==> config.mk <==
export PLATFORM = sky130hd
export DESIGN_NAME = i2c_receive_handshake_ctrl
export DESIGN_NICKNAME = d
export VERILOG_FILES = /design/src/hw/i2c_rx_hs_pkg.sv /design/src/hw/i2c_pin_sync.sv /design/src/hw/i2c_receive_handshake_ctrl.sv
export SDC_FILE = /design/constraint.sdc
export NUM_CORES = 1
export LEC_CHECK = 0
export BUFFER_PORTS_ARGS = -buffer_cell sky130_fd_sc_hd__buf_4
export CAP_MARGIN = 20
export CORE_MARGIN = 2
export CORE_UTILIZATION = 55
export CTS_CLUSTER_DIAMETER = 100
export DETAILED_ROUTE_END_ITERATION = 7
export PLACE_DENSITY = 0.95
export SLEW_MARGIN = 20
export SYNTH_ARGS = -nofsm -noshare
export SYNTH_HDL_FRONTEND = slang
export SYNTH_SLANG_ARGS = --single-unit
==> constraint.sdc <==
create_clock -name aclk -period 2.9 [get_ports aclk]
set_clock_uncertainty 0.05 [all_clocks]
set_input_delay 0 -clock aclk [delete_from_list [all_inputs] [get_ports aclk]]
set_output_delay 0 -clock aclk [all_outputs]
set_load 0.005 [all_outputs]
==> src/hw/i2c_rx_hs_pkg.sv <==
// constants for the receive handshake controller
package i2c_rx_hs_pkg;
  localparam int ADDR_W = 5;
  localparam logic [4:0] OFF_EXT_CTRL = 5'h00;
  localparam logic [4:0] OFF_DATA = 5'h04;
  localparam logic [4:0] OFF_CTRL = 5'h08;
  localparam logic [4:0] OFF_IRQ_STAT = 5'h0c;
  localparam logic [4:0] OFF_IRQ_MASK = 5'h10;
  // extended control fields
  localparam int STOP_IRQ_MASK_BIT = 7;
  localparam int HANDSHAKE_SEL_BIT = 6;
  localparam int RX_READY_BIT = 5;
  // plain control fields
  localparam int IFACE_EN_BIT = 0;
  localparam int TX_SEL_BIT = 1;
  // interrupt status and mask fields
  localparam int IRQ_STOP_BIT = 0;
  localparam int IRQ_RX_BIT = 1;
  localparam int IRQ_W = 2;
  // reset values
  localparam logic [1:0] IRQ_MASK_RST = 2'h0;
  localparam logic [7:0] BYTE_RST = 8'h00;
  // bit counter values
  localparam logic [3:0] CNT_BYTE = 4'h8;
  localparam logic [3:0] CNT_ACK = 4'h9;
  localparam logic [3:0] CNT_ZERO = 4'h0;
  localparam logic [1:0] RESP_OKAY = 2'h0;
  localparam logic [1:0] RESP_SLVERR = 2'h2;
endpackage
==> src/hw/i2c_pin_sync.sv <==
// two-flop synchronisers and edge detection for scl and sda
`timescale 1ns/100ps
`default_nettype none
module i2c_pin_sync (
  input wire logic aclk,
  input wire logic aresetn,
  input wire logic scl_i,
  input wire logic sda_i,
  output logic scl_lvl,
  output logic scl_rise,
  output logic scl_fall,
  output logic sda_rise,
  output logic sda_fall
);
  logic [1:0] meta_r;
  logic [1:0] sync_r;
  logic [1:0] prev_r;

  // bus idles high, so reset to one avoids a false edge at release
  always_ff @(posedge aclk) begin
    if (!aresetn) begin
      meta_r <= 2'h3;
      sync_r <= 2'h3;
      prev_r <= 2'h3;
    end else begin
      meta_r <= {sda_i, scl_i};
      sync_r <= meta_r;
      prev_r <= sync_r;
    end
  end

  assign scl_lvl = sync_r[0];
  assign scl_rise = sync_r[0] & ~prev_r[0];
  assign scl_fall = ~sync_r[0] & prev_r[0];
  assign sda_rise = sync_r[1] & ~prev_r[1];
  assign sda_fall = ~sync_r[1] & prev_r[1];
endmodule // i2c_pin_sync
`default_nettype wire

==> src/hw/i2c_receive_handshake_ctrl.sv <==
// receive handshake and stop interrupt control with axi4-lite registers
//
// Added by the designer: the AXI4-Lite slave port and the register addresses.
`timescale 1ns/100ps
`default_nettype none
module i2c_receive_handshake_ctrl (
  input wire logic aclk,
  input wire logic aresetn,
  input wire logic [4:0] s_axi_awaddr,
  input wire logic s_axi_awvalid,
  output logic s_axi_awready,
  input wire logic [31:0] s_axi_wdata,
  input wire logic [3:0] s_axi_wstrb,
  input wire logic s_axi_wvalid,
  output logic s_axi_wready,
  output logic [1:0] s_axi_bresp,
  output logic s_axi_bvalid,
  input wire logic s_axi_bready,
  input wire logic [4:0] s_axi_araddr,
  input wire logic s_axi_arvalid,
  output logic s_axi_arready,
  output logic [31:0] s_axi_rdata,
  output logic [1:0] s_axi_rresp,
  output logic s_axi_rvalid,
  input wire logic s_axi_rready,
  input wire logic scl_i,
  output logic scl_o,
  output logic scl_oe,
  input wire logic sda_i,
  output logic sda_o,
  output logic sda_oe,
  output logic irq
);
  logic scl_lvl, scl_rise, scl_fall, sda_rise, sda_fall;
  logic awready_r, wready_r, bvalid_r, arready_r, rvalid_r;
  logic aw_full_r, w_full_r;
  logic [4:0] awaddr_r;
  logic [31:0] wdata_r;
  logic [3:0] wstrb_r;
  logic [1:0] bresp_r, rresp_r;
  logic [31:0] rdata_r;
  logic stop_irq_mask_r, handshake_select_r, rx_ready_flag_r;
  localparam int IRQ_W = i2c_rx_hs_pkg::IRQ_W;
  logic iface_enable_r, transmit_select_r;
  logic [IRQ_W-1:0] irq_stat_r, irq_mask_r;
  logic [7:0] shift_register_r, rx_buffer_r;
  logic [3:0] bit_cnt_r;
  logic active_r, pend_r, move_r, hold_req_r, scl_hold_r, ack_drive_r;
  logic pin_low_r, irq_r;
  logic wr_fire, rd_fire, data_rd, rx_mode;
  logic start_det, stop_det, byte_done;
  logic sda_lvl_r;

  i2c_pin_sync i_i2c_pin_sync (
    .aclk(aclk),
    .aresetn(aresetn),
    .scl_i(scl_i),
    .sda_i(sda_i),
    .scl_lvl(scl_lvl),
    .scl_rise(scl_rise),
    .scl_fall(scl_fall),
    .sda_rise(sda_rise),
    .sda_fall(sda_fall)
  );

  assign wr_fire = aw_full_r & w_full_r & ~bvalid_r;
  assign rd_fire = s_axi_arvalid & arready_r;
  assign data_rd = rd_fire & (s_axi_araddr == i2c_rx_hs_pkg::OFF_DATA);
  assign rx_mode = iface_enable_r & ~transmit_select_r;
  assign start_det = sda_fall & scl_lvl;
  assign stop_det = sda_rise & scl_lvl;
  assign byte_done = scl_rise & active_r & rx_mode &
                     (bit_cnt_r == i2c_rx_hs_pkg::CNT_BYTE);

  // write address and data are taken independently, in either order
  always_ff @(posedge aclk) begin
    if (!aresetn) begin
      awready_r <= 1'b0;
      aw_full_r <= 1'b0;
      awaddr_r <= 5'h00;
    end else if (s_axi_awvalid && awready_r) begin
      awready_r <= 1'b0;
      aw_full_r <= 1'b1;
      awaddr_r <= s_axi_awaddr;
    end else if (bvalid_r && s_axi_bready) begin
      aw_full_r <= 1'b0;
    end else if (!aw_full_r) begin
      awready_r <= 1'b1;
    end
  end

  always_ff @(posedge aclk) begin
    if (!aresetn) begin
      wready_r <= 1'b0;
      w_full_r <= 1'b0;
      wdata_r <= 32'h0000_0000;
      wstrb_r <= 4'h0;
    end else if (s_axi_wvalid && wready_r) begin
      wready_r <= 1'b0;
      w_full_r <= 1'b1;
      wdata_r <= s_axi_wdata;
      wstrb_r <= s_axi_wstrb;
    end else if (bvalid_r && s_axi_bready) begin
      w_full_r <= 1'b0;
    end else if (!w_full_r) begin
      wready_r <= 1'b1;
    end
  end

  always_ff @(posedge aclk) begin
    if (!aresetn) begin
      bvalid_r <= 1'b0;
      bresp_r <= i2c_rx_hs_pkg::RESP_OKAY;
    end else if (wr_fire) begin
      bvalid_r <= 1'b1;
      unique case (awaddr_r)
        i2c_rx_hs_pkg::OFF_EXT_CTRL, i2c_rx_hs_pkg::OFF_DATA,
        i2c_rx_hs_pkg::OFF_CTRL, i2c_rx_hs_pkg::OFF_IRQ_STAT,
        i2c_rx_hs_pkg::OFF_IRQ_MASK: bresp_r <= i2c_rx_hs_pkg::RESP_OKAY;
        default: bresp_r <= i2c_rx_hs_pkg::RESP_SLVERR;
      endcase
    end else if (s_axi_bready) begin
      bvalid_r <= 1'b0;
    end
  end

  // reads answer one cycle after the address is taken
  always_ff @(posedge aclk) begin
    if (!aresetn) begin
      arready_r <= 1'b0;
      rvalid_r <= 1'b0;
      rdata_r <= 32'h0000_0000;
      rresp_r <= i2c_rx_hs_pkg::RESP_OKAY;
    end else if (rd_fire) begin
      arready_r <= 1'b0;
      rvalid_r <= 1'b1;
      rresp_r <= i2c_rx_hs_pkg::RESP_OKAY;
      rdata_r <= 32'h0000_0000;
      unique case (s_axi_araddr)
        i2c_rx_hs_pkg::OFF_EXT_CTRL: begin
          rdata_r[i2c_rx_hs_pkg::STOP_IRQ_MASK_BIT] <= stop_irq_mask_r;
          rdata_r[i2c_rx_hs_pkg::HANDSHAKE_SEL_BIT] <= handshake_select_r;
          rdata_r[i2c_rx_hs_pkg::RX_READY_BIT] <= rx_ready_flag_r;
        end
        i2c_rx_hs_pkg::OFF_DATA: rdata_r[7:0] <= rx_buffer_r;
        i2c_rx_hs_pkg::OFF_CTRL: begin
          rdata_r[i2c_rx_hs_pkg::IFACE_EN_BIT] <= iface_enable_r;
          rdata_r[i2c_rx_hs_pkg::TX_SEL_BIT] <= transmit_select_r;
        end
        i2c_rx_hs_pkg::OFF_IRQ_STAT: rdata_r[IRQ_W-1:0] <= irq_stat_r;
        i2c_rx_hs_pkg::OFF_IRQ_MASK: rdata_r[IRQ_W-1:0] <= irq_mask_r;
        default: rresp_r <= i2c_rx_hs_pkg::RESP_SLVERR;
      endcase
    end else if (rvalid_r && s_axi_rready) begin
      rvalid_r <= 1'b0;
    end else if (!rvalid_r) begin
      arready_r <= 1'b1;
    end
  end

  // software bits; the ready flag has no write path
  always_ff @(posedge aclk) begin
    if (!aresetn) begin
      stop_irq_mask_r <= 1'b0;
      handshake_select_r <= 1'b0;
      iface_enable_r <= 1'b0;
      transmit_select_r <= 1'b0;
      irq_mask_r <= i2c_rx_hs_pkg::IRQ_MASK_RST;
    end else if (wr_fire && wstrb_r[0]) begin
      if (awaddr_r == i2c_rx_hs_pkg::OFF_EXT_CTRL) begin
        stop_irq_mask_r <= wdata_r[i2c_rx_hs_pkg::STOP_IRQ_MASK_BIT];
        handshake_select_r <= wdata_r[i2c_rx_hs_pkg::HANDSHAKE_SEL_BIT];
      end
      if (awaddr_r == i2c_rx_hs_pkg::OFF_CTRL) begin
        iface_enable_r <= wdata_r[i2c_rx_hs_pkg::IFACE_EN_BIT];
        transmit_select_r <= wdata_r[i2c_rx_hs_pkg::TX_SEL_BIT];
      end
      if (awaddr_r == i2c_rx_hs_pkg::OFF_IRQ_MASK)
        irq_mask_r <= wdata_r[IRQ_W-1:0];
    end
  end

  // bus framing; addressing is not decoded, any frame is taken as ours
  always_ff @(posedge aclk) begin
    if (!aresetn || !iface_enable_r) begin
      active_r <= 1'b0;
      bit_cnt_r <= i2c_rx_hs_pkg::CNT_ZERO;
      shift_register_r <= i2c_rx_hs_pkg::BYTE_RST;
    end else if (start_det) begin
      active_r <= 1'b1;
      bit_cnt_r <= i2c_rx_hs_pkg::CNT_ZERO;
    end else if (stop_det) begin
      active_r <= 1'b0;
    end else if (scl_rise && active_r) begin
      if (bit_cnt_r < i2c_rx_hs_pkg::CNT_BYTE) begin
        shift_register_r <= {shift_register_r[6:0], sda_lvl_r};
      end
      if (bit_cnt_r <= i2c_rx_hs_pkg::CNT_BYTE)
        bit_cnt_r <= bit_cnt_r + 4'h1;
    end else if (scl_fall && bit_cnt_r == i2c_rx_hs_pkg::CNT_ACK) begin
      bit_cnt_r <= i2c_rx_hs_pkg::CNT_ZERO;
    end
  end

  // sda level kept from its edges, so it is settled when scl rises
  always_ff @(posedge aclk) begin
    if (!aresetn)
      sda_lvl_r <= 1'b1;
    else
      sda_lvl_r <= sda_fall ? 1'b0 : (sda_rise ? 1'b1 : sda_lvl_r);
  end

  // acknowledge is driven low over the ninth clock in receive mode
  always_ff @(posedge aclk) begin
    if (!aresetn || !rx_mode || !active_r)
      ack_drive_r <= 1'b0;
    else if (scl_fall && bit_cnt_r == i2c_rx_hs_pkg::CNT_BYTE)
      ack_drive_r <= 1'b1;
    else if (scl_fall && bit_cnt_r == i2c_rx_hs_pkg::CNT_ACK)
      ack_drive_r <= 1'b0;
  end

  // ready flag, receive buffer and the deferred transfer
  always_ff @(posedge aclk) begin
    if (!aresetn || !iface_enable_r) begin
      rx_ready_flag_r <= 1'b0;
      rx_buffer_r <= i2c_rx_hs_pkg::BYTE_RST;
      pend_r <= 1'b0;
      move_r <= 1'b0;
    end else begin
      move_r <= 1'b0;
      if (move_r && !transmit_select_r) begin
        rx_buffer_r <= shift_register_r;
        rx_ready_flag_r <= 1'b1;
        pend_r <= 1'b0;
      end else if (data_rd) begin
        rx_ready_flag_r <= 1'b0;
        // a byte finishing under the read takes the deferred path
        if ((pend_r || byte_done) && rx_mode)
          move_r <= 1'b1;
      end else if (byte_done && !rx_ready_flag_r) begin
        rx_buffer_r <= shift_register_r;
        rx_ready_flag_r <= 1'b1;
      end else if (byte_done) begin
        pend_r <= 1'b1;
      end
    end
  end

  // scl is held after the ninth clock while a byte must wait for software;
  // a waiting byte also stalls the bus, or the next one would overwrite it
  always_ff @(posedge aclk) begin
    if (!aresetn || !iface_enable_r) begin
      hold_req_r <= 1'b0;
      scl_hold_r <= 1'b0;
    end else if (data_rd) begin
      hold_req_r <= byte_done & handshake_select_r;
      scl_hold_r <= 1'b0;
    end else if (byte_done) begin
      hold_req_r <= handshake_select_r | rx_ready_flag_r;
    end else if (scl_fall && bit_cnt_r == i2c_rx_hs_pkg::CNT_ACK) begin
      scl_hold_r <= hold_req_r;
      hold_req_r <= 1'b0;
    end
  end

  // sticky events; a new event beats a same-cycle write-one clear
  always_ff @(posedge aclk) begin
    if (!aresetn) begin
      irq_stat_r <= 2'h0;
    end else begin
      for (int i = 0; i < IRQ_W; i++) begin
        if (wr_fire && wstrb_r[0] && wdata_r[i] &&
            awaddr_r == i2c_rx_hs_pkg::OFF_IRQ_STAT)
          irq_stat_r[i] <= 1'b0;
      end
      if (stop_det && active_r && iface_enable_r && !stop_irq_mask_r)
        irq_stat_r[i2c_rx_hs_pkg::IRQ_STOP_BIT] <= 1'b1;
      if ((byte_done && !rx_ready_flag_r) || move_r)
        irq_stat_r[i2c_rx_hs_pkg::IRQ_RX_BIT] <= 1'b1;
    end
  end

  always_ff @(posedge aclk) begin
    if (!aresetn) begin
      irq_r <= 1'b0;
      pin_low_r <= 1'b0;
    end else begin
      irq_r <= |(irq_stat_r & irq_mask_r);
      pin_low_r <= 1'b0;
    end
  end

  assign s_axi_awready = awready_r;
  assign s_axi_wready = wready_r;
  assign s_axi_bvalid = bvalid_r;
  assign s_axi_bresp = bresp_r;
  assign s_axi_arready = arready_r;
  assign s_axi_rvalid = rvalid_r;
  assign s_axi_rdata = rdata_r;
  assign s_axi_rresp = rresp_r;
  assign scl_o = pin_low_r;
  assign scl_oe = scl_hold_r;
  assign sda_o = pin_low_r;
  assign sda_oe = ack_drive_r;
  assign irq = irq_r;

  a_stop_irq_set: assert property (@(posedge aclk) disable iff (!aresetn)
    stop_det && active_r && iface_enable_r && !stop_irq_mask_r |=>
    irq_stat_r[i2c_rx_hs_pkg::IRQ_STOP_BIT])
    else $error("unmasked stop did not set the interrupt flag");
  a_stop_irq_masked: assert property (@(posedge aclk) disable iff (!aresetn)
    $rose(irq_stat_r[i2c_rx_hs_pkg::IRQ_STOP_BIT]) |->
    !$past(stop_irq_mask_r))
    else $error("masked stop set the interrupt flag");
  a_no_hold_cont: assert property (@(posedge aclk) disable iff (!aresetn)
    byte_done && !handshake_select_r && !rx_ready_flag_r && !data_rd
    |=> !hold_req_r)
    else $error("scl hold requested with handshake off");
  a_hold_scl_low: assert property (@(posedge aclk) disable iff (!aresetn)
    byte_done && handshake_select_r && !data_rd ##1 !data_rd[*2]
    |-> hold_req_r || scl_hold_r)
    else $error("handshake byte left scl free");
  a_read_release: assert property (@(posedge aclk) disable iff (!aresetn)
    data_rd |=> !scl_oe)
    else $error("data read did not release scl");
  a_rx_capture: assert property (@(posedge aclk) disable iff (!aresetn)
    byte_done && !rx_ready_flag_r && !data_rd && !move_r |=>
    rx_ready_flag_r && rx_buffer_r == $past(shift_register_r))
    else $error("completed byte not copied to the buffer");
  a_defer_move: assert property (@(posedge aclk) disable iff (!aresetn)
    data_rd && pend_r && rx_mode && !move_r |=> !rx_ready_flag_r
    ##1 (rx_ready_flag_r || !rx_mode))
    else $error("deferred byte did not move after the read");
  a_disable_clr: assert property (@(posedge aclk) disable iff (!aresetn)
    !iface_enable_r |=> !rx_ready_flag_r)
    else $error("ready flag survived a disabled interface");
  a_tx_no_fill: assert property (@(posedge aclk) disable iff (!aresetn)
    transmit_select_r |=> rx_buffer_r == $past(rx_buffer_r) ||
    !$past(iface_enable_r))
    else $error("receive buffer changed in transmit mode");
  a_ctl_readback: assert property (@(posedge aclk) disable iff (!aresetn)
    wr_fire && wstrb_r[0] && awaddr_r == i2c_rx_hs_pkg::OFF_EXT_CTRL |=>
    stop_irq_mask_r == $past(wdata_r[i2c_rx_hs_pkg::STOP_IRQ_MASK_BIT]) &&
    handshake_select_r ==
    $past(wdata_r[i2c_rx_hs_pkg::HANDSHAKE_SEL_BIT]))
    else $error("control bits did not take the written value");
endmodule // i2c_receive_handshake_ctrl
`default_nettype wire

=== After elaboration in Yosys (flattened, before gate mapping) ===
Index checks and enable logic that the tools add are counted.

* Flip-flop bits (word level): 76
* Logic and storage cells: 184

* Mux-type cells: 34
* Bitwise operators: 34
* Reductions and logical operators: 66
* Equal/unequal tests: 12
* Add/subtract/negate cells: 1
* Magnitude comparators: 2

{| class="wikitable"
|+ Operator list
! cell !! number
|-
| $mux W8 || 3
|-
| $mux W1 || 23
|-
| $reduce_bool A2 Y1 || 11
|-
| $eq A5 B4 Y1 const B || 4
|-
| $logic_and A1 B1 Y1 || 18
|-
| $not A1 Y1 || 17
|-
| $reduce_and A2 Y1 || 8
|-
| $and A1 B1 Y1 || 15
|-
| $reduce_or A2 Y1 || 7
|-
| $mux W4 || 3
|-
| $eq A5 B3 Y1 const B || 2
|-
| $eq A5 B5 Y1 const B || 2
|-
| $logic_not A5 Y1 || 2
|-
| $reduce_or A5 Y1 || 2
|-
| $eq A4 B4 Y1 const B || 2
|-
| $pmux W2 S4 || 1
|-
| $logic_not A1 Y1 || 7
|-
| $pmux W3 S2 || 1
|-
| $reduce_and A3 Y1 || 2
|-
| $reduce_bool A3 Y1 || 2
|-
| $logic_or A1 B1 Y1 || 5
|-
| $add A4 B1 Y4 const B || 1
|-
| $le A4 B4 Y1 const B || 1
|-
| $lt A4 B4 Y1 const B || 1
|-
| 7 further kinds || 9
|}

=== Logic depth before layout (Yosys ltp) ===
Gate-level depths: netlist of run 1.

* Depth in word-level cells: 9
* Depth in mapped cells: 7
* Mapped depth without buffers: 6

=== By module ===
From an unflattened synthesis of run 1, not the netlist that was laid out.

* Cell total of the unflattened synthesis: 356
* Area, all modules: 3,198.1 um^2

{| class="wikitable"
|+ By module, submodules not included
! module !! cells an instance !! seq. area each (um^2) !! area an instance (um^2) !! instances
|-
| i2c_receive_handshake_ctrl || 340 || 1,281.2 || 3,015.4 || 1
|-
| i2c_pin_sync || 16 || 120.1 || 182.7 || 1
|}

=== Least setup slack after synthesis of run 1 ===
OpenSTA, ideal clock, no wires.

* Path kind: register to register
* From: reg bit_cnt_r[0]
* To: reg rx_buffer_r[6]
* Arrival: 1,490 ps
* Setup time: 79 ps
* Clock period less this slack: 1,619 ps
* Required time: 2,771 ps
* Slack: 1,281 ps
* Stages on the path, launching flop included: 8
* Cell sequence: dfxtp_1 -> inv_1 -> ha_1 -> and4bb_1 -> nor4b_4 -> buf_4 -> nand4_1 -> o211ai_1

* Word-level cells in the longest chain between the ends: 5

{| class="wikitable"
|+ Ends and longest elaborated chain
! item !! RTL line !! RTL
|-
| from (decl) || i2c_receive_handshake_ctrl.sv:47 || <nowiki>logic [3:0] bit_cnt_r;</nowiki>
|-
| from (signal assigned) || i2c_receive_handshake_ctrl.sv:187 || <nowiki>bit_cnt_r <= i2c_rx_hs_pkg::CNT_ZERO;</nowiki>
|-
| from (signal assigned) || i2c_receive_handshake_ctrl.sv:191 || <nowiki>bit_cnt_r <= i2c_rx_hs_pkg::CNT_ZERO;</nowiki>
|-
| from (signal assigned) || i2c_receive_handshake_ctrl.sv:199 || <nowiki>bit_cnt_r <= bit_cnt_r + 4'h1;</nowiki>
|-
| $eq A4 B4 Y1 || i2c_receive_handshake_ctrl.sv:73 || <nowiki>(bit_cnt_r == i2c_rx_hs_pkg::CNT_BYTE);</nowiki>
|-
| $and A1 B1 Y1 || i2c_receive_handshake_ctrl.sv:72 || <nowiki>assign byte_done = scl_rise & active_r & rx_mode &</nowiki>
|-
| $logic_and A1 B1 Y1 || i2c_receive_handshake_ctrl.sv:241 || <nowiki>end else if (byte_done && !rx_ready_flag_r) begin</nowiki>
|-
| $reduce_bool A2 Y1 (no line) || n/a ||
|-
| $reduce_and A2 Y1 (no line) || n/a ||
|-
| to (signal assigned) || i2c_receive_handshake_ctrl.sv:227 || <nowiki>rx_buffer_r <= i2c_rx_hs_pkg::BYTE_RST;</nowiki>
|-
| to (signal assigned) || i2c_receive_handshake_ctrl.sv:233 || <nowiki>rx_buffer_r <= shift_register_r;</nowiki>
|-
| to (signal assigned) || i2c_receive_handshake_ctrl.sv:242 || <nowiki>rx_buffer_r <= shift_register_r;</nowiki>
|-
| to (decl) || i2c_receive_handshake_ctrl.sv:46 || <nowiki>logic [7:0] shift_register_r, rx_buffer_r;</nowiki>
|}

No other way between the ends.
A chain may end at the register's enable or synchronous reset.

=== Worst setup path in the final report of run 1 ===
* From: in aresetn
* To: reg rx_buffer_r[1]

* Word-level cells in the longest chain between the ends: 2

{| class="wikitable"
|+ Ends and longest elaborated chain
! item !! RTL line !! RTL
|-
| from (decl) || i2c_receive_handshake_ctrl.sv:8 || <nowiki>input wire logic aresetn,</nowiki>
|-
| $logic_not A1 Y1 || n/a ||
|-
| $logic_or A1 B1 Y1 || i2c_receive_handshake_ctrl.sv:225 || <nowiki>if (!aresetn || !iface_enable_r) begin</nowiki>
|}

No other way between the ends.

==> impl_results.md, run 1 <==
- Outcome: finished clean
- Met1 GRT Util: approximately a third
- Initial antenna violation count: 0
- GRT Util Overall: 28.85%
- Post-DR vias/cell: 6.076
- Combinational Power Share: 7.1%
- Core area: 5886 um2
- Fin util: ~70%
- Slew Viols, Final: 0
- CP startpoint kind: input port
- Met2 GRT Util: 46.50%
- Seq/Total Area, Yosys: between 40 and 50%
- Layout cells sized above 1: 16.06%
- Final Cycle Share: 71.99%
- WHS Path Cells: 3
- ANT nets after route: 0
- Syn Inst Count: 365
- WHS: approximately 28 ps
- DP HPWL: 4.861 mm
- Fmax achieved: approximately 0.48 GHz
- Reg power frac: 45.0%
- CP required: 3130 ps
- First-pass GRT wire length: ~14 mm
- EDFF count, synth: 0
- H-tree levels: 3
- Post-DP Area: about 3500 um2
- Post-route DRC: 0
- CP Data Arrival Time: about 2300 ps
- Net switching power: 0.4852 mW
- Flops & latches, synth: 70
- P_int: about 1.7 mW
- Routed len/inst: 17.74 um
- I/O pin total: 101
- M3 GR Usage: ~6.3%
- Clock share of power: approximately 48%
- Max_slew headroom: between 40 and 50%
- Setup ws final: 812.4 ps
- FF-to-FF path depth: 6
- Inst Count DP: 463
- Latest clock arrival within the worst-skew pair: around 360 ps
- GPL Wtd Cong: 0.8303
- Busiest grt layer: met2
- Die H: about 82 um
- Synth Cell Area: 3334 um2
- Chip Width: 81.86 um
- Power per Cell Area: 540.0 nW/um2
- Final Non-Filler Cells: about 510
- Ys async rst share: 0%
- Clock sinks: 70
- CTS Buf Count: 9
- Largest net degree at the start of global routing: 49
- Maxcap violations: 0
- Cell taking the most area after synthesis: dfxtp_1
- Slew @ Worst Pin: roughly 870 ps
- Antenna diodes: 0
- Initial core utilization: 56.65%
- Setup CP Type: input port to flop
- Via count: 3105
- Synth Warn #: 0
- Max VDD drop: 0.7711 mV
- Leading post-synthesis cells by cell area: dfxtp_1 (42%), buf_4 (7.0%), mux2i_1 (5.7%), nand2_1 (5.3%), a21boi_0 (3.6%)
- Setup bufs post-CTS: 0
- Commonest non-fill, non-tap cell in the layout: dfxtp_1
- Final WL: ~9 mm
- Lkg Pwr: 1.588 nW
- Die Area: 6701 um2
- Clock transition at path regs: approximately 80 ps
- Starting DRT DRC Count: between 200 and 300
- Vias in the first global route: around 2900
- Design area: 4129 um2
- Area growth syn-to-layout: 23.83%
- Crit path time final: 2088 ps
- Total grt overflow: 0
- Overall power: 2.230 mW
- CTS tree: yes
- Final setup viols: 0
- Primary FF master, synth: dfxtp_1
- Most frequent cells in the layout: dfxtp_1 (70), nand2_1 (47), buf_4 (41)
- Area share of the largest cell type after synthesis: between 40% and 50%
- Dpl ws: 912.6 ps
- Crit Path Max Fanout: 48
- FP Rows: 28
- Netlist cell types: 52
- CP endpoint kind: flop
- Setup TNS: 0 ps
- Pre-antenna DRT Iters: 6
- Layout Nets: 491
- RSZ-0062 raised after global routing: false
- Sw Share: 21.76%
- Root Buffer: clkbuf_8
- Mapped Avg Cell Area: 9.135 um2
- IO buf count: 41
- CTS max path bufs: 2
- Hold WC Path Type: input port to flop
- Final Hold Violating Endpoints: 0
[registers in the layout (all words and copies together), names as in the netlist, 2 cells and up]
name and count:
awaddr_r 5, bit_cnt_r 4, i_i2c_pin_sync.meta_r 2, i_i2c_pin_sync.prev_r 2, i_i2c_pin_sync.sync_r 2, irq_mask_r 2
irq_stat_r 2, rx_buffer_r 8, s_axi_rdata 8, shift_register_r 8, wdata_r 4
[worst paths after layout]
kind,from,slack [ps],to
max reg2reg,bit_cnt_r[0],830,rx_buffer_r[1]
min reg2reg,i_i2c_pin_sync.meta_r[1],360,i_i2c_pin_sync.sync_r[1]
min,s_axi_araddr[1],30,s_axi_rdata[0]
max,aresetn,810,rx_buffer_r[1]
[cell families (layout without fill, tap and decap cells)]
kind of cell / Yosys count / in the layout / synth area share, %
compound gates: 74 / 74 / 15.76
fa+ha+maj: 5 / 5 / 1.876
buf+inv: 52 / 96 / 9.756
flops: 70 / 70 / 42.03
mux: 21 / 21 / 6.379
other cells: 1 / 28 / 0.1125
simple gates: 142 / 142 / 24.09
[power by group through the flow]
stage                     Combinational [mW]  Sequential (mW)  Clock, mW
after floorplan                       0.0998             1.01          0
final                                  0.159             1.00       1.07
after global routing                   0.171             1.01       1.10
after detailed placement               0.114             1.02          0
after global placement                 0.110             1.02          0
after CTS                              0.148             1.00       1.07
[final cells by class]
cell class,count,area (um2)
clock inverters,6,132.6
multi-input cells,270,1709
well taps,75,93.84
fillers,373,1757
repair buffers,73,628.1
inverters,7,26.28
clock buffers,10,137.6
flip-flops and latches,70,1401
[timing repair]
| item | 4_1_cts | 5_1_grt |
|---|---|---|
| endpoints found under the hold margin | 24 | 0 |
| resized for setup | 0 | 0 |
| hold buffers | 32 | 0 |
[worst max-delay path, cell delays in order]
cell and delay, ps:
dlygate4sd3_1 530, buf_4 360, and2_1 420, and2_1 590, nand2_1 180, o211ai_1 230
[layer usage]
layer,vias to the layer above,wire [um]
li1,1382,-
met1,1453,3398
met2,204,4431
met3,66,654
met4,0,582
met5,-,0
[synth_stat cells, drive strengths merged (6+ instances only)]
cell / number
a21boi: 16
a21oi: 6
a32oi: 10
and2: 9
buf: 37
clkbuf: 8
dfxtp: 70
inv: 7
mux2i: 19
nand2: 47
nand2b: 10
nand3: 16
nand4: 10
nor2: 11
nor2b: 12
nor3: 6
o211ai: 8
o21ai: 13
(Power assumes the default switching activity.)
==> run 2: changes to the inputs <==
--- a/config.mk
+++ b/config.mk
@@ -5,13 +5,14 @@
 export SDC_FILE = /design/constraint.sdc
 export NUM_CORES = 1
 export LEC_CHECK = 0
+export ABC_AREA = 1
 export BUFFER_PORTS_ARGS = -buffer_cell sky130_fd_sc_hd__buf_4
 export CAP_MARGIN = 20
 export CORE_MARGIN = 2
-export CORE_UTILIZATION = 55
+export CORE_UTILIZATION = 46
 export CTS_CLUSTER_DIAMETER = 100
 export DETAILED_ROUTE_END_ITERATION = 7
-export PLACE_DENSITY = 0.95
+export PLACE_DENSITY = 0.87
 export SLEW_MARGIN = 20
 export SYNTH_ARGS = -nofsm -noshare
 export SYNTH_HDL_FRONTEND = slang
==> constraint.sdc (replaced) <==
create_clock -name aclk -period 1.9 [get_ports aclk]
set_clock_uncertainty 0.05 [all_clocks]
set_input_delay 0 -clock aclk [delete_from_list [all_inputs] [get_ports aclk]]
set_output_delay 0 -clock aclk [all_outputs]
set_load 0.005 [all_outputs]
==> run 2 against run 1 <==
Net effect:
- area after synthesis is 5.1% lower
- setup slack worse by 600 ps
- clock-buffer cell count decreased by 1
- largest cell class unchanged
- wire length shrank 24%
- die area up 13%
- register-to-register slack got worse by 620 ps
- via count fell by 8.0%
- sequential share of layout area increased by 2.0 points
- clock power up 12%
- cell area fell by 5.5%
- sequential cell count did not move
==> impl_results.md, run 2 <==
- Outcome: finished clean
- Post-synth top cells: dfxtp_1 (70), nand2_1 (70), inv_1 (49), a21oi_1 (44), nor2_1 (43)
- Die Area: 7561 um2
- CTS max path bufs: 2
- WHS: 36.57 ps
- XOR/XNOR share of the synthesized area: 0.2767%
- Netlist cell types: 31
- Maxcap violations: 0
- Most frequent cells in the layout: nand2_1 (70), dfxtp_1 (70), inv_1 (49)
- Setup TNS: 0 ps
- Post-route DRC: 0
- Layout cells sized above 1: 16.84%
- Final Cycle Share: 88.73%
- Flops & latches, synth: 70
- Synth Warn #: 0
- Power per Cell Area: approximately 760 nW/um2
- Clock sinks: 70
- I/O pin total: 101
- Slew Viols, Final: 0
- Cell taking the most area after synthesis: dfxtp_1
- FF-to-FF path depth: 5
- Chip Width: 86.96 um
- EDFF count, synth: 0
- CTS Buf Count: 9
- Synth Cell Area: around 3200 um2
- Area share of the largest cell type after synthesis: 44.27%
- Total grt overflow: 0
- DP HPWL: about 4.7 mm
- Final WL: 6.906 mm
- Post-DP Area: 3442 um2
- Max VDD drop: 0.5559 mV
- WHS Path Cells: 4
- CP Data Arrival Time: 1880 ps
- Compound-Gate Fraction of Synth Area: 13.68%
- Met2 GRT Util: between 30% and 40%
- Post-Synth Adder-Cell Area: 1.976%
- M3 GR Usage: 4.076%
- Largest net degree at the start of global routing: 24
- Ys async rst share: 0%
- Crit path time final: approximately 1700 ps
- CP required: 2090 ps
- Latest clock arrival within the worst-skew pair: 350 ps
- Fmax achieved: approximately 0.59 GHz
- Fin util: 58.10%
- Syn Inst Count: roughly 420
- Via count: 2858
- GRT Util Overall: 19.59%
- Final Hold Violating Endpoints: 0
- Setup bufs post-CTS: 0
- FILL cells: 570
- Initial antenna violation count: 0
- Pre-antenna DRT Iters: 5
- Leading post-synthesis cells by cell area: dfxtp_1 (44%), nand2_1 (8.3%), a21oi_1 (7.0%), buf_4 (6.6%), inv_1 (5.8%)
- Root Buffer: clkbuf_8
- Largest family of logic cells by synthesized area: simple AND/OR/NAND/NOR gates
- GPL Wtd Cong: between 0.8 and 0.9
- CP endpoint kind: flop
- IO buf count: 41
- Starting DRT DRC Count: approximately 170
- Post-DR vias/cell: about 5.0
- Final setup viols: 0
- Hold WC Path Type: input port to flop
- CP startpoint kind: flop
- RSZ-0062 raised after global routing: false
- Vias in the first global route: 2639
- FP Rows: 30
- Area growth syn-to-layout: 23.32%
- Simple-gate share of the synthesized area: 25.34%
- Lkg Pwr: 1.639 nW
- Setup CP Type: flop to flop
- Mapped Avg Cell Area: ~7.6 um2
- Routed len/inst: 12.05 um
- Clock transition at path regs: 80 ps
- Crit Path Max Fanout: 6
- Core area: approximately 6700 um2
- First-pass GRT wire length: 11.70 mm
- H-tree levels: 3
- Initial core utilization: 47.11%
- Mux share of post-synthesis cell area: 0%
- Busiest grt layer: met2
- Primary FF master, synth: dfxtp_1
- Met1 GRT Util: 23.85%
- Antenna diodes: 0
- Die H: 86.96 um
- CTS tree: yes
- Max_slew headroom: ~53%
- Overall power: 2.964 mW
- ANT nets after route: 0
- Slew @ Worst Pin: between 700 and 800 ps
- Layout Nets: 548
- Design area: between 3000 and 4000 um2
- Seq/Total Area, Yosys: 44.27%
[run 2: changes by cell type after synthesis, sizes merged, moves of 15 or more]
cell    before  now
a21boi      16    0
nor2        11   46
mux2i       19    0
a21oi        6   44
nand2       47   76
o21ai       13   28
inv          7   49
[run 2: cell type report]
| type | count | area [um2] | share of cell area [%] |
|---|---|---|---|
| inverters | 49 | 183.9 | 4.712 |
| flip-flops and latches | 70 | 1401 | 35.90 |
| repair buffers | 72 | 605.6 | 15.51 |
| clock inverters | 7 | 72.57 | 1.859 |
| well taps | 80 | 100.1 | 2.564 |
| clock buffers | 9 | 123.9 | 3.173 |
| multi-input cells | 286 | 1416 | 36.28 |
[run 2: cells by family (layout without fill, tap and decap cells)]
| kind of cell | count (synthesis) | count (layout) |
|---|---|---|
| and+or+nand+nor | 170 | 170 |
| buffers and inverters | 86 | 137 |
| AOI/OAI and AO/OA | 82 | 82 |
| DFF | 70 | 70 |
| adders and majority gates | 5 | 5 |
| other | 1 | 28 |
| xor gates and xnor gates | 1 | 1 |
[run 2: critical path: stages, from the launching register on]
cell and delay, ps:
dfxtp_1 350, nand2_1 170, nor3_1 250, buf_4 160
a21oi_1 50, dlygate4sd3_1 550
[run 2: metal layers]
metal	part of all wire, %	vias up
li1	-	1451
met1	43	1299
met2	50	98
met3	5.2	10
met4	1.6	0
met5	0	-
[run 2: final timing paths]
path	from	endpoint	slack, ps
worst max-delay path	s_axi_arready	s_axi_rresp[1]	210
worst min-delay path	s_axi_arvalid	s_axi_rdata[0]	40
worst max register to register	s_axi_arready	s_axi_rresp[1]	210
worst min register to register	i_i2c_pin_sync.meta_r[0]	i_i2c_pin_sync.sync_r[0]	370
[run 2: metrics by stage]
stage          instances  setup slack [ps]
2_1_floorplan        442             517.7
3_3_place_gp         531             270.5
3_5_place_dp         531             179.6
4_1_cts              573             161.5
5_1_grt              573             65.24
6_report             573             214.2
[run 2: report_power, final]
| part | internal [mW] | switching (mW) | leakage, nW |
|---|---|---|---|
| Combinational | 0.113 | 0.122 | 0.975 |
| Clock | 0.610 | 0.595 | 0.0960 |
| Sequential | 1.50 | 0.0228 | 0.568 |
[run 2: repair_timing]
| item | 4_1_cts | 5_1_grt |
|---|---|---|
| hold buffers | 26 | 0 |
| endpoints found under the hold margin | 26 | 0 |
| setup endpoints to repair | 0 | 2 |
| gates resized for setup | 0 | 1 |
==> run 3: changes to the inputs <==
--- a/config.mk
+++ b/config.mk
@@ -13,6 +13,7 @@
 export CTS_CLUSTER_DIAMETER = 100
 export DETAILED_ROUTE_END_ITERATION = 7
 export PLACE_DENSITY = 0.87
+export RECOVER_POWER = 25
 export SLEW_MARGIN = 20
 export SYNTH_ARGS = -nofsm -noshare
 export SYNTH_HDL_FRONTEND = slang
==> run 3 against run 2 <==
Net effect:
- total power is 0.11% higher
- clock power hardly changed
- first-iteration DRC count is 2.9% higher
- non-clock buffer count stayed put
- cell count stayed put
- largest cell class unchanged
- global-route usage stayed put
- core utilization stayed put
- via count is 0.66% lower
- highest routed layer unchanged
- register-to-register slack hardly changed
==> impl_results.md, run 3 (synthesis gave the netlist of run 2 again) <==
- Outcome: finished clean
- Chip Width: 86.96 um
- I/O pin total: 101
- Post-DR vias/cell: just under 5
- Core area: 6719 um2
- Max VDD drop: 0.5580 mV
- Dpl ws: 179.6 ps
- Setup TNS: 0 ps
- GPL Wtd Cong: 0.8133
- FF-to-FF path depth: 5
- Hold WC Path Type: input port to flop
- ANT nets after route: 0
- Largest delay share family, worst path: buffers and inverters
- Inst Count DP: around 530
- Multi-input gate area: 1416 um2
- Reg-to-Reg End: s_axi_rresp[1]
- IO buf count: 41
- Fin util: 58.10%
- H-tree levels: 3
- CP endpoint kind: flop
- Lkg Pwr: 1.630 nW
- Die H: 86.96 um
- Via count: 2839
- Most frequent cells in the layout: nand2_1 (70), dfxtp_1 (70), inv_1 (49)
- Routed len/inst: around 12 um
- RSZ-0062 raised after global routing: false
- Initial antenna violation count: 0
- Setup CP Type: flop to flop
- Setup ws final: 217.0 ps
- Final setup viols: 0
- WHS: around 36 ps
- CP startpoint kind: flop
- Layout Nets: ~550
- Max_slew headroom: 54.15%
- Starting DRT DRC Count: 176
- Critical-path top delay cell: dlygate4sd3_1
- Latest clock arrival within the worst-skew pair: 350 ps
- WP buf/inv: 2
- Initial core utilization: between 40% and 50%
- Largest net degree at the start of global routing: 24
- Final Hold Violating Endpoints: 0
- Clock sinks: 70
- CTS max path bufs: 2
- Layout cells sized above 1: 16.84%
- Post-route DRC: 0
- Antenna diodes: 0
- Total grt overflow: 0
- Internal reg-to-reg setup slack: 220 ps
- FF/Latch Area: ~1400 um2
- Capture point of the worst path: s_axi_rresp[1]
- Area growth syn-to-layout: 23.32%
- Max stage delay on crit path: approximately 550 ps
- Clock transition at path regs: 80 ps
- CP Data Arrival Time: approximately 1900 ps
- Root Buffer: clkbuf_8
- WP depth: 5
- Slew Viols, Final: 0
- Fmax achieved: approximately 0.59 GHz
- CP Cell Sequence: nand2_1 > nor3_1 > buf_4 > a21oi_1 > dlygate4sd3_1
- Crit Path Max Fanout: 6
- CTS tree: yes
- FP Rows: 30
- Worst setup path start: s_axi_arready
- Power per Cell Area: 760.1 nW/um2
- Die Area: 7561 um2
- DP HPWL: ~4.7 mm
- GRT Util Overall: 19.59%
- Final Non-Filler Cells: 573
- CP required: approximately 2100 ps
- FILL cells: 570
- Maxcap violations: 0
- Crit path time final: 1683 ps
- CTS Buf Count: 9
- Slew @ Worst Pin: a little under 700 ps
- Final Cycle Share: 88.58%
- First-pass GRT wire length: about 12 mm
- Vias in the first global route: 2639
- Setup bufs post-CTS: 0
- Reg2Reg Launch Point: s_axi_arready
- Final WL: between 6 and 7 mm
- Pre-antenna DRT Iters: 4
run 3: cell types whose count changed in the layout (fill, tap and decap cells not counted), sizes merged:
cell | previous run | this run
clkbuf | 9 | 27
buf | 46 | 28
run 3: metrics by stage:
| stage | area, um2 | total power [mW] |
|---|---|---|
| 6_report | 3904 | 2.967 |
| 3_3_place_gp | 3442 | 1.731 |
| 3_5_place_dp | 3442 | 1.740 |
| 5_1_grt | 3904 | 3.080 |
| 4_1_cts | 3899 | 2.967 |
| 2_1_floorplan | 3267 | 1.699 |
run 3: metal layers:
| layer | part of all wire (%) | GRT usage (%) |
|---|---|---|
| met1 | 43 | 23.85 |
| met2 | 50 | 33.31 |
| met3 | 5.2 | 4.076 |
| met4 | 1.6 | 8.523 |
| met5 | 0 | 0 |
run 3: how the worst min path moves through the flow:
stage | endpoint | slack (ps) | cells past startpoint | startpoint
after floorplan | i_i2c_pin_sync.meta_r[0] | 60 | 1 | scl_i
after global placement | i_i2c_pin_sync.meta_r[0] | 140 | 2 | scl_i
after detailed placement | i_i2c_pin_sync.meta_r[0] | 140 | 2 | scl_i
after CTS | s_axi_awready | 40 | 4 | s_axi_awvalid
after global routing | s_axi_rdata[1] | 80 | 4 | s_axi_arvalid
final | s_axi_rdata[0] | 40 | 4 | s_axi_arvalid
run 3: final cells by class:
type	count	area share, %
clock buffers	9	3.173
clock inverters	7	1.859
inverters	49	4.712
multi-input cells	286	36.28
flip-flops and latches	70	35.90
well taps	80	2.564
repair buffers	72	15.51
run 3: worst reg2reg max path, cell delays in order, from the launching register on:
cell and delay (ps):
dfxtp_1 350, nand2_1 170, nor3_1 250, buf_4 160, a21oi_1 50, dlygate4sd3_1 550
run 3: where the power goes:
| group | internal (mW) | switching, mW | total [mW] |
|---|---|---|---|
| Combinational | 0.112 | 0.122 | 0.234 |
| Clock | 0.610 | 0.599 | 1.21 |
| Sequential | 1.50 | 0.0227 | 1.52 |
| Total | 2.22 | 0.744 | 2.97 |
run 3: repair_timing:
action,CTS,global route
setup endpoints to repair,0,2
resized for setup,0,1
hold endpoints to repair,26,0
hold buffers,26,0
